$ cat config.mk
export PLATFORM = sky130hd
export DESIGN_NAME = rio_top
export DESIGN_NICKNAME = d
export VERILOG_FILES = /design/src/include/rio_pkg.sv /design/src/logic/rio_sync.sv /design/src/logic/rio_decode.sv /design/src/logic/rio_top.sv
export VERILOG_INCLUDE_DIRS = /design/src /design/src/include
export SDC_FILE = /design/constraint.sdc
export NUM_CORES = 1
export LEC_CHECK = 0
export ABC_AREA = 1
export BUFFER_PORTS_ARGS = -buffer_cell sky130_fd_sc_hd__buf_4
export CORE_MARGIN = 4
export CORE_UTILIZATION = 35
export CTS_CLUSTER_DIAMETER = 30
export DETAILED_ROUTE_END_ITERATION = 10
export PLACE_DENSITY = 0.67
export SLEW_MARGIN = 40
export SYNTH_ARGS = -nofsm -noshare
export SYNTH_HDL_FRONTEND = slang
export SYNTH_SLANG_ARGS = --single-unit
$ cat constraint.sdc
create_clock -name mclk -period 1.8 [get_ports mclk]
set_clock_uncertainty 0.1 [all_clocks]
set_input_delay 0.36 -clock mclk [delete_from_list [all_inputs] [get_ports mclk]]
set_output_delay 0.36 -clock mclk [all_outputs]
set_load 0.01 [all_outputs]
$ cat src/include/rio_consts.svh
// robot i/o mode decoder: register offsets, field positions, codes, reset values
// assumes byte addressing on a 32-bit avalon-mm slave, one word per register
`ifndef RIO_CONSTS_SVH
`define RIO_CONSTS_SVH

// register byte offsets
`define RIO_OFS_SEL 5'h00
`define RIO_OFS_RAW 5'h04
`define RIO_OFS_IRQ_STAT 5'h08
`define RIO_OFS_IRQ_MASK 5'h0c
`define RIO_OFS_CTRL 5'h10

// selection register fields
`define RIO_SEL_CFG_LSB 0
`define RIO_SEL_WM_LSB 2
`define RIO_SEL_ROLE1_LSB 5
`define RIO_SEL_ROLE2_LSB 7
`define RIO_SEL_JOBACT_BIT 9
`define RIO_SEL_JOB_LSB 16

// raw input register fields
`define RIO_RAW_CFG_LSB 0
`define RIO_RAW_JOB_LSB 8
`define RIO_RAW_WM_LSB 16
`define RIO_RAW_OP_LSB 21
`define RIO_RAW_AUX_LSB 23

// interrupt event bits
`define RIO_IRQ_CFG_BIT 0
`define RIO_IRQ_WM_BIT 1
`define RIO_IRQ_OP_BIT 2
`define RIO_IRQ_BAD_BIT 3
`define RIO_IRQ_COLL_BIT 4
`define RIO_IRQ_W 5
`define RIO_IRQ_MASK_RST 5'h00

// control register
`define RIO_CTRL_FALLBACK_BIT 0
`define RIO_CTRL_RST 1'h1

// input codes
`define RIO_CFG_CODE_JOB 8'h01
`define RIO_CFG_CODE_SYN 8'h10
`define RIO_WM_CODE_INTERNAL 5'h00
`define RIO_WM_CODE_SPECIAL 5'h01
`define RIO_WM_CODE_JOB 5'h02
`define RIO_WM_CODE_STD 5'h08
`define RIO_OP_CODE_SINGLE1 2'h0
`define RIO_OP_CODE_LEAD1 2'h1
`define RIO_OP_CODE_TRAIL1 2'h2
`define RIO_OP_CODE_SINGLE2 2'h3

// core status vector bit positions
`define RIO_ST_FLOW 0
`define RIO_ST_ACTIVE 1
`define RIO_ST_MAIN 2
`define RIO_ST_COLL 3
`define RIO_ST_BREAK 4
`define RIO_ST_READY 5
`define RIO_ST_LIMIT 6
`define RIO_ST_W 7

`endif

$ cat src/include/rio_pkg.sv
// robot i/o mode decoder: decoded selection types
// assumes nothing beyond a systemverilog compiler
`default_nettype none
package rio_pkg;
	typedef enum logic [1:0] {
		cfg_none = 2'b00,
		cfg_retro_job = 2'b01,
		cfg_retro_syn_job = 2'b10
	} rio_cfg_type;

	typedef enum logic [2:0] {
		wm_internal = 3'b000,
		wm_special = 3'b001,
		wm_job = 3'b010,
		wm_std = 3'b011,
		wm_invalid = 3'b100
	} rio_wm_type;

	typedef enum logic [1:0] {
		role_off = 2'b00,
		role_single = 2'b01,
		leading_arc_role = 2'b10,
		trailing_arc_role = 2'b11
	} rio_role_type;
endpackage
`default_nettype wire

$ cat src/logic/rio_sync.sv
// two-flop synchroniser for a vector of static levels
// assumes each bit is a slow level; bits may settle on different edges
`default_nettype none
module rio_sync #(
	parameter int W = 8
) (
	// clock and reset
	input wire logic mclk,
	input wire logic nrst,
	// levels
	input wire logic [W-1:0] async_in,
	output logic [W-1:0] sync_out
);
	logic [W-1:0] meta_q;

	always_ff @(posedge mclk or negedge nrst)
	begin
		if (!nrst)
		begin
			meta_q <= '0;
			sync_out <= '0;
		end
		else
		begin
			meta_q <= async_in;
			sync_out <= meta_q;
		end
	end
endmodule
`default_nettype wire

$ cat src/logic/rio_decode.sv
// combinational decode of configuration, working mode and twin operating mode
// assumes synchronised inputs; results are registered by the caller
`include "rio_consts.svh"
`default_nettype none
module rio_decode
	import rio_pkg::*;
(
	// raw codes
	input wire logic [7:0] cfg_code,
	input wire logic [4:0] wm_code,
	input wire logic [1:0] op_code,
	// unknown working-mode codes fall back to internal selection when set
	input wire logic fallback,
	// decoded
	output rio_cfg_type cfg_sel,
	output rio_wm_type wm_sel,
	output rio_role_type role1,
	output rio_role_type role2,
	output logic bad_code
);
	always_comb
	begin
		case (cfg_code)
			`RIO_CFG_CODE_JOB: cfg_sel = cfg_retro_job;
			`RIO_CFG_CODE_SYN: cfg_sel = cfg_retro_syn_job;
			default: cfg_sel = cfg_none;
		endcase
	end

	always_comb
	begin
		case (wm_code)
			`RIO_WM_CODE_INTERNAL: wm_sel = wm_internal;
			`RIO_WM_CODE_STD: wm_sel = wm_std;
			`RIO_WM_CODE_SPECIAL: wm_sel = wm_special;
			`RIO_WM_CODE_JOB: wm_sel = wm_job;
			default: wm_sel = fallback ? wm_internal : wm_invalid;
		endcase
	end

	always_comb
	begin
		case (op_code)
			`RIO_OP_CODE_SINGLE1:
			begin
				role1 = role_single;
				role2 = role_off;
			end
			`RIO_OP_CODE_LEAD1:
			begin
				role1 = leading_arc_role;
				role2 = trailing_arc_role;
			end
			`RIO_OP_CODE_TRAIL1:
			begin
				role1 = trailing_arc_role;
				role2 = leading_arc_role;
			end
			default:
			begin
				role1 = role_off;
				role2 = role_single;
			end
		endcase
	end

	always_comb
	begin
		bad_code = (cfg_sel == cfg_none) || !(wm_code inside {`RIO_WM_CODE_INTERNAL,
			`RIO_WM_CODE_STD, `RIO_WM_CODE_SPECIAL, `RIO_WM_CODE_JOB});
	end
endmodule
`default_nettype wire

$ cat src/logic/rio_top.sv
// robot i/o mode decoder top: pin sampling, decoded selections, status outputs,
// avalon-mm register slave and interrupt
// assumes robot and power-source status pins are asynchronous static levels
//
// What this block does
// - config bit 0 alone selects retrofit job
// - config bit 4 alone selects retrofit synergic job
// - working-mode zero selects internal parameter selection
// - working-mode bit 3 alone selects standard two-step
// - bit 0 special two-step; bit 1 job mode
// - twin code assigns roles of both sources
// - collision output low on collision or cable break
//
// Local design decisions: the Avalon-MM register port and the placing of the registers.
`include "rio_consts.svh"
`default_nettype none
module rio_top
	import rio_pkg::*;
#(
	parameter int JOB_W = 8
) (
	// clock and reset
	input wire logic mclk,
	input wire logic nrst,
	// robot digital inputs
	input wire logic [7:0] cfg_in,
	input wire logic [4:0] wm_in,
	input wire logic [1:0] op_in,
	input wire logic [JOB_W-1:0] job_in,
	input wire logic [8:0] aux_in,
	// power source status levels
	input wire logic current_flow_in,
	input wire logic process_active_in,
	input wire logic main_current_in,
	input wire logic collision_in,
	input wire logic cable_break_in,
	input wire logic source_ready_in,
	input wire logic limit_in,
	// decoded selections
	output rio_cfg_type cfg_q,
	output rio_wm_type wm_q,
	output rio_role_type role1_q,
	output rio_role_type role2_q,
	output logic job_active_q,
	output logic [JOB_W-1:0] job_index_q,
	// status outputs to the robot
	output logic current_flow_q,
	output logic process_active_q,
	output logic main_current_q,
	output logic collision_ok_q,
	output logic source_ready_q,
	output logic limit_q,
	// avalon-mm slave
	input wire logic [4:0] avs_address,
	input wire logic avs_read,
	input wire logic avs_write,
	input wire logic [31:0] avs_writedata,
	output logic [31:0] avs_readdata,
	output logic avs_waitrequest,
	// interrupt
	output logic irq_q
);
	logic [7:0] cfg_s;
	logic [4:0] wm_s;
	logic [1:0] op_s;
	logic [JOB_W-1:0] job_s;
	logic [8:0] aux_s;
	logic [`RIO_ST_W-1:0] st_s;
	rio_cfg_type cfg_d;
	rio_wm_type wm_d;
	rio_role_type role1_d;
	rio_role_type role2_d;
	logic bad_d;
	logic bad_q;
	logic fallback_q;
	logic [`RIO_IRQ_W-1:0] irq_stat_q;
	logic [`RIO_IRQ_W-1:0] irq_mask_q;
	logic [`RIO_IRQ_W-1:0] ev_d;
	logic coll_d;
	logic acc_q;
	logic wr_ack;
	logic [31:0] rd_d;

	////////////////////////////////////////////////////////////////////////////
	// pin sampling: every pin passes two flops before any decode

	rio_sync #(
		.W(24 + JOB_W)
	) u_robot_sync (
		.mclk(mclk),
		.nrst(nrst),
		.async_in({aux_in, job_in, op_in, wm_in, cfg_in}),
		.sync_out({aux_s, job_s, op_s, wm_s, cfg_s})
	);

	rio_sync #(
		.W(`RIO_ST_W)
	) u_status_sync (
		.mclk(mclk),
		.nrst(nrst),
		.async_in({limit_in, source_ready_in, cable_break_in, collision_in,
			main_current_in, process_active_in, current_flow_in}),
		.sync_out(st_s)
	);

	////////////////////////////////////////////////////////////////////////////
	// decode and registered selections

	rio_decode u_decode (
		.cfg_code(cfg_s),
		.wm_code(wm_s),
		.op_code(op_s),
		.fallback(fallback_q),
		.cfg_sel(cfg_d),
		.wm_sel(wm_d),
		.role1(role1_d),
		.role2(role2_d),
		.bad_code(bad_d)
	);

	always_ff @(posedge mclk or negedge nrst)
	begin
		if (!nrst)
		begin
			cfg_q <= cfg_none;
			wm_q <= wm_internal;
			role1_q <= role_single;
			role2_q <= role_off;
			bad_q <= 1'b0;
		end
		else
		begin
			cfg_q <= cfg_d;
			wm_q <= wm_d;
			role1_q <= role1_d;
			role2_q <= role2_d;
			bad_q <= bad_d;
		end
	end

	// the index holds its last value outside job mode so a mode blip keeps the job
	always_ff @(posedge mclk or negedge nrst)
	begin
		if (!nrst)
		begin
			job_active_q <= 1'b0;
			job_index_q <= '0;
		end
		else
		begin
			job_active_q <= (wm_d == wm_job);
			if (wm_d == wm_job)
			begin
				job_index_q <= job_s;
			end
		end
	end

	////////////////////////////////////////////////////////////////////////////
	// status outputs to the robot

	assign coll_d = st_s[`RIO_ST_COLL] | st_s[`RIO_ST_BREAK];

	always_ff @(posedge mclk or negedge nrst)
	begin
		if (!nrst)
		begin
			current_flow_q <= 1'b0;
			process_active_q <= 1'b0;
			main_current_q <= 1'b0;
			collision_ok_q <= 1'b0;
			source_ready_q <= 1'b0;
			limit_q <= 1'b0;
		end
		else
		begin
			current_flow_q <= st_s[`RIO_ST_FLOW];
			process_active_q <= st_s[`RIO_ST_ACTIVE];
			main_current_q <= st_s[`RIO_ST_MAIN];
			collision_ok_q <= !coll_d;
			source_ready_q <= st_s[`RIO_ST_READY];
			limit_q <= st_s[`RIO_ST_LIMIT];
		end
	end

	////////////////////////////////////////////////////////////////////////////
	// interrupt events, sticky status and mask

	always_comb
	begin
		ev_d = '0;
		ev_d[`RIO_IRQ_CFG_BIT] = (cfg_d != cfg_q);
		ev_d[`RIO_IRQ_WM_BIT] = (wm_d != wm_q);
		ev_d[`RIO_IRQ_OP_BIT] = (role1_d != role1_q);
		ev_d[`RIO_IRQ_BAD_BIT] = bad_d & !bad_q;
		ev_d[`RIO_IRQ_COLL_BIT] = coll_d & collision_ok_q;
	end

	assign wr_ack = avs_write & !avs_waitrequest;

	// a new event in the clearing cycle survives the write-one-to-clear
	always_ff @(posedge mclk or negedge nrst)
	begin
		if (!nrst)
		begin
			irq_stat_q <= '0;
		end
		else
		begin
			if (wr_ack && avs_address == `RIO_OFS_IRQ_STAT)
			begin
				irq_stat_q <= (irq_stat_q & ~avs_writedata[`RIO_IRQ_W-1:0]) | ev_d;
			end
			else
			begin
				irq_stat_q <= irq_stat_q | ev_d;
			end
		end
	end

	always_ff @(posedge mclk or negedge nrst)
	begin
		if (!nrst)
		begin
			irq_mask_q <= `RIO_IRQ_MASK_RST;
			fallback_q <= `RIO_CTRL_RST;
		end
		else if (wr_ack)
		begin
			if (avs_address == `RIO_OFS_IRQ_MASK)
			begin
				irq_mask_q <= avs_writedata[`RIO_IRQ_W-1:0];
			end
			if (avs_address == `RIO_OFS_CTRL)
			begin
				fallback_q <= avs_writedata[`RIO_CTRL_FALLBACK_BIT];
			end
		end
	end

	always_ff @(posedge mclk or negedge nrst)
	begin
		if (!nrst)
		begin
			irq_q <= 1'b0;
		end
		else
		begin
			irq_q <= |(irq_stat_q & irq_mask_q);
		end
	end

	////////////////////////////////////////////////////////////////////////////
	// avalon-mm slave: one wait cycle, then waitrequest low for one cycle

	always_comb
	begin
		rd_d = '0;
		case (avs_address)
			`RIO_OFS_SEL:
			begin
				rd_d[`RIO_SEL_CFG_LSB +: 2] = cfg_q;
				rd_d[`RIO_SEL_WM_LSB +: 3] = wm_q;
				rd_d[`RIO_SEL_ROLE1_LSB +: 2] = role1_q;
				rd_d[`RIO_SEL_ROLE2_LSB +: 2] = role2_q;
				rd_d[`RIO_SEL_JOBACT_BIT] = job_active_q;
				rd_d[`RIO_SEL_JOB_LSB +: JOB_W] = job_index_q;
			end
			`RIO_OFS_RAW:
			begin
				rd_d[`RIO_RAW_CFG_LSB +: 8] = cfg_s;
				rd_d[`RIO_RAW_JOB_LSB +: JOB_W] = job_s;
				rd_d[`RIO_RAW_WM_LSB +: 5] = wm_s;
				rd_d[`RIO_RAW_OP_LSB +: 2] = op_s;
				rd_d[`RIO_RAW_AUX_LSB +: 9] = aux_s;
			end
			`RIO_OFS_IRQ_STAT: rd_d[`RIO_IRQ_W-1:0] = irq_stat_q;
			`RIO_OFS_IRQ_MASK: rd_d[`RIO_IRQ_W-1:0] = irq_mask_q;
			`RIO_OFS_CTRL: rd_d[`RIO_CTRL_FALLBACK_BIT] = fallback_q;
			default: rd_d = '0;
		endcase
	end

	assign acc_q = !avs_waitrequest;

	always_ff @(posedge mclk or negedge nrst)
	begin
		if (!nrst)
		begin
			avs_waitrequest <= 1'b1;
			avs_readdata <= '0;
		end
		else
		begin
			avs_waitrequest <= !((avs_read | avs_write) & !acc_q);
			if (avs_read && !acc_q)
			begin
				avs_readdata <= rd_d;
			end
		end
	end
endmodule
`default_nettype wire

==> reports/results.ini <==
[synth]
netlist_area_mm2 = 0.00509
synth.most_common_cell = dfrtp_1
ys_types = 29
yosys.area.top_type = dfrtp_1
synth_top_area_share = 0.708
yosys-top-cells-area = dfrtp_1 71%, nand2_1 9.0%, o21ai_0 3.5%
synth_edf_count = 0
synth_warnings = 0
yosys_register_bits = 147
async_flop_share = 1.00
syn_nets = 530
synth_area_per_cell_um2 = 11.4
ys_seq_area_frac = 0.724
synthCells = 446
yosys-top-cells-count = 144 x dfrtp_1, 122 x nand2_1, 39 x inv_1
synth-main-ff-cell = dfrtp_1

[worst_hold_path]
hold_depth = 2
hold_class = in -> reg

[setup_path]
worstPathCellList = buf_4
crit_buf_inv = 1
r2r_end = avs_readdata[27]$_DFFE_PN0P_
cp_top_family = flip-flops
cp-end-kind = output pin
cp_max_fo = 3
crit_path_start = role1_q[0]$_DFF_PN1_
critPathKind = reg -> out
rr_worst_depth = 5
crit_arrival_ns = 1.09
timing.rr.start = avs_waitrequest$_DFF_PN1_
endpoint = role1_q[0]
slowest_delay_ns = 0.55
slowest_stage = dfstp_2
rrSetupSlack_ns = 0.32
cp.depth = 1
cp-start-kind = flop
required_ns = 1.34

[die]
dieArea_mm2 = 0.0165
die_w_um = 129
initial_core_util = 0.362
fp.coreArea_mm2 = 0.0140
rows = 43
ios = 138
die_h_um = 129

[sta]
tightest_slew_ns = 0.476
setup_violations = 0
finalCritPeriodShare = 0.861
drv_slew = 0
rsz0062_at_grt = no
min_period_ns = 1.55
slew_headroom = 0.683
hold_viol_final = 0
max_freq_mhz = 646
setup_tns_ns = 0

[finish]
nets = 701
drive_gt1_frac = 0.275
final_cell_count_no_fill = 809
area_growth_pct = 40.9
diodes = 0
fin_area_mm2 = 0.00717

[global_routing]
grt_pass1_wl_um = 19800
grt_pass1_vias = 4094
antenna_found_initial = 0
grt-ovfl-total = 0
grt_max_degree = 50
track_usage = 0.156

[place]
place_inst = 738
place_area_mm2 = 0.00623
port_buffers = 110
hpwl_um = 8370
gp_congestion = 0.883

[run]
cap_violations = 0

[clock_tree]
cts.repair.resized = 0
clk_pin_slew_ns = 0.06
cts.path.max_buffers = 2
cts.sinks = 147
cts_hold_buf = 40
post-cts-setup-buffers = 0
h-tree-depth = 4
numCtsBuffers = 17
cts-root-buf = clkbuf_16
tritoncts = yes
insertion_delay_ns = 0.41

[drt]
routed_via_density = 4.57
vias = 3701
ant_nets = 0
post-route-drc-count = 0
firstDrtPassIters = 5
drt_iter0_markers = 181
drt_wl_total_um = 12000
wl_per_cell_um = 14.8

[pwr]
irDropWorstVdd_mv = 0.704
power.leakage_nw = 3.54
power_density_mw_per_mm2 = 1080

[outcome]
status = finished, final reports clean

==> kinds of logic (layout without fill, tap and decap cells) <==
group	Yosys count	count (layout)	synth area share
simple gates	177	177	0.148
flops	147	147	0.724
compound gates	64	64	0.0713
buf+inv	51	234	0.0420
fa+ha+maj	4	4	0.00984
xor+xnor	3	3	0.00516
==> routing by layer <==
layer,part of all wire,GRT usage,vias up
met4,0.017,0.0593,0
met1,0.41,0.187,1809
met2,0.50,0.260,117
met5,0,0,-
li1,-,-,1761
met3,0.074,0.0569,14
==> power breakdown <==
| part | switching [mW] | internal (mW) |
|---|---|---|
| clock | 1.32 | 1.89 |
| sequential | 0.158 | 3.55 |
| combinational | 0.418 | 0.421 |
==> sequential cells by signal, indices dropped and copies added, names as in the netlist, 2 cells and up <==
register                flops
u_robot_sync.meta_q        32
wm_q                        3
u_status_sync.sync_out      7
job_index_q                 8
avs_readdata               32
cfg_q                       2
irq_stat_q                  5
u_robot_sync.sync_out      32
u_status_sync.meta_q        7
irq_mask_q                  5
role1_q                     2
==> final cells by class <==
cell class                      count  area, um^2
Clock inverter                     12         109
Clock buffer                       19         433
Inverter                           40         153
Tap cell                          180         225
Timing Repair Buffer              163        1380
Multi-Input combinational cell    248        1190
Sequential cell                   147        3680
Fill cell                        1196        6870
==> worst min path at each step <==
| stage | startpoint | end | slack (ns) |
|---|---|---|---|
| 3_5_place_dp | u_robot_sync.meta_q[1]$_DFF_PN0_ | u_robot_sync.sync_out[1]$_DFF_PN0_ | 0.23 |
| 6_report | avs_read | avs_waitrequest$_DFF_PN1_ | 0.02 |
| 5_1_grt | avs_read | avs_waitrequest$_DFF_PN1_ | 0.02 |
| 3_3_place_gp | u_robot_sync.meta_q[30]$_DFF_PN0_ | u_robot_sync.sync_out[30]$_DFF_PN0_ | 0.23 |
| 4_1_cts | avs_read | avs_waitrequest$_DFF_PN1_ | 0.001 |
| 2_1_floorplan | nrst | avs_readdata[0]$_DFFE_PN0P_ | -0.04 |
==> worst register-to-register path, cell delays in order (launching register included) <==
cell and delay [ns]:
dfstp_2 0.55, nand2_1 0.13, inv_1 0.13, buf_12 0.20, nand2_1 0.08, o21ai_0 0.19
==> metrics by stage <==
step | worst slack [ns] | util | power (mW) | hold slack (ns)
6_report | 0.251 | 0.511 | 7.76 | 0.0188
5_1_grt | 0.171 | 0.511 | 8.15 | 0.0193
4_1_cts | 0.219 | 0.511 | 7.87 | 0.00136
3_5_place_dp | 0.192 | 0.444 | 4.55 | 0.235
3_3_place_gp | 0.236 | 0.444 | 4.52 | 0.232
2_1_floorplan | 0.365 | - | 4.03 | -0.0356
==> layout by cell type (no fill, tap or decap), drive strengths merged <==
| cell type | instances |
|---|---|
| dlygate4sd3 | 40 |
| dfstp | 3 |
| nand4 | 9 |
| a31oi | 3 |
| o21ai | 36 |
| nor3 | 2 |
| nor2 | 29 |
| clkinv | 7 |
| a221oi | 1 |
| xnor2 | 1 |
| buf | 123 |
| dfrtp | 144 |
| nand3 | 11 |
| a21oi | 22 |
| bufinv | 1 |
| clkinvlp | 2 |
| nand2 | 125 |
| xor2 | 2 |
| clkbuf | 19 |
| inv | 42 |
| ha | 4 |
| or2 | 1 |
| o31ai | 2 |
No activity file was read; power rests on OpenSTA's default activity.
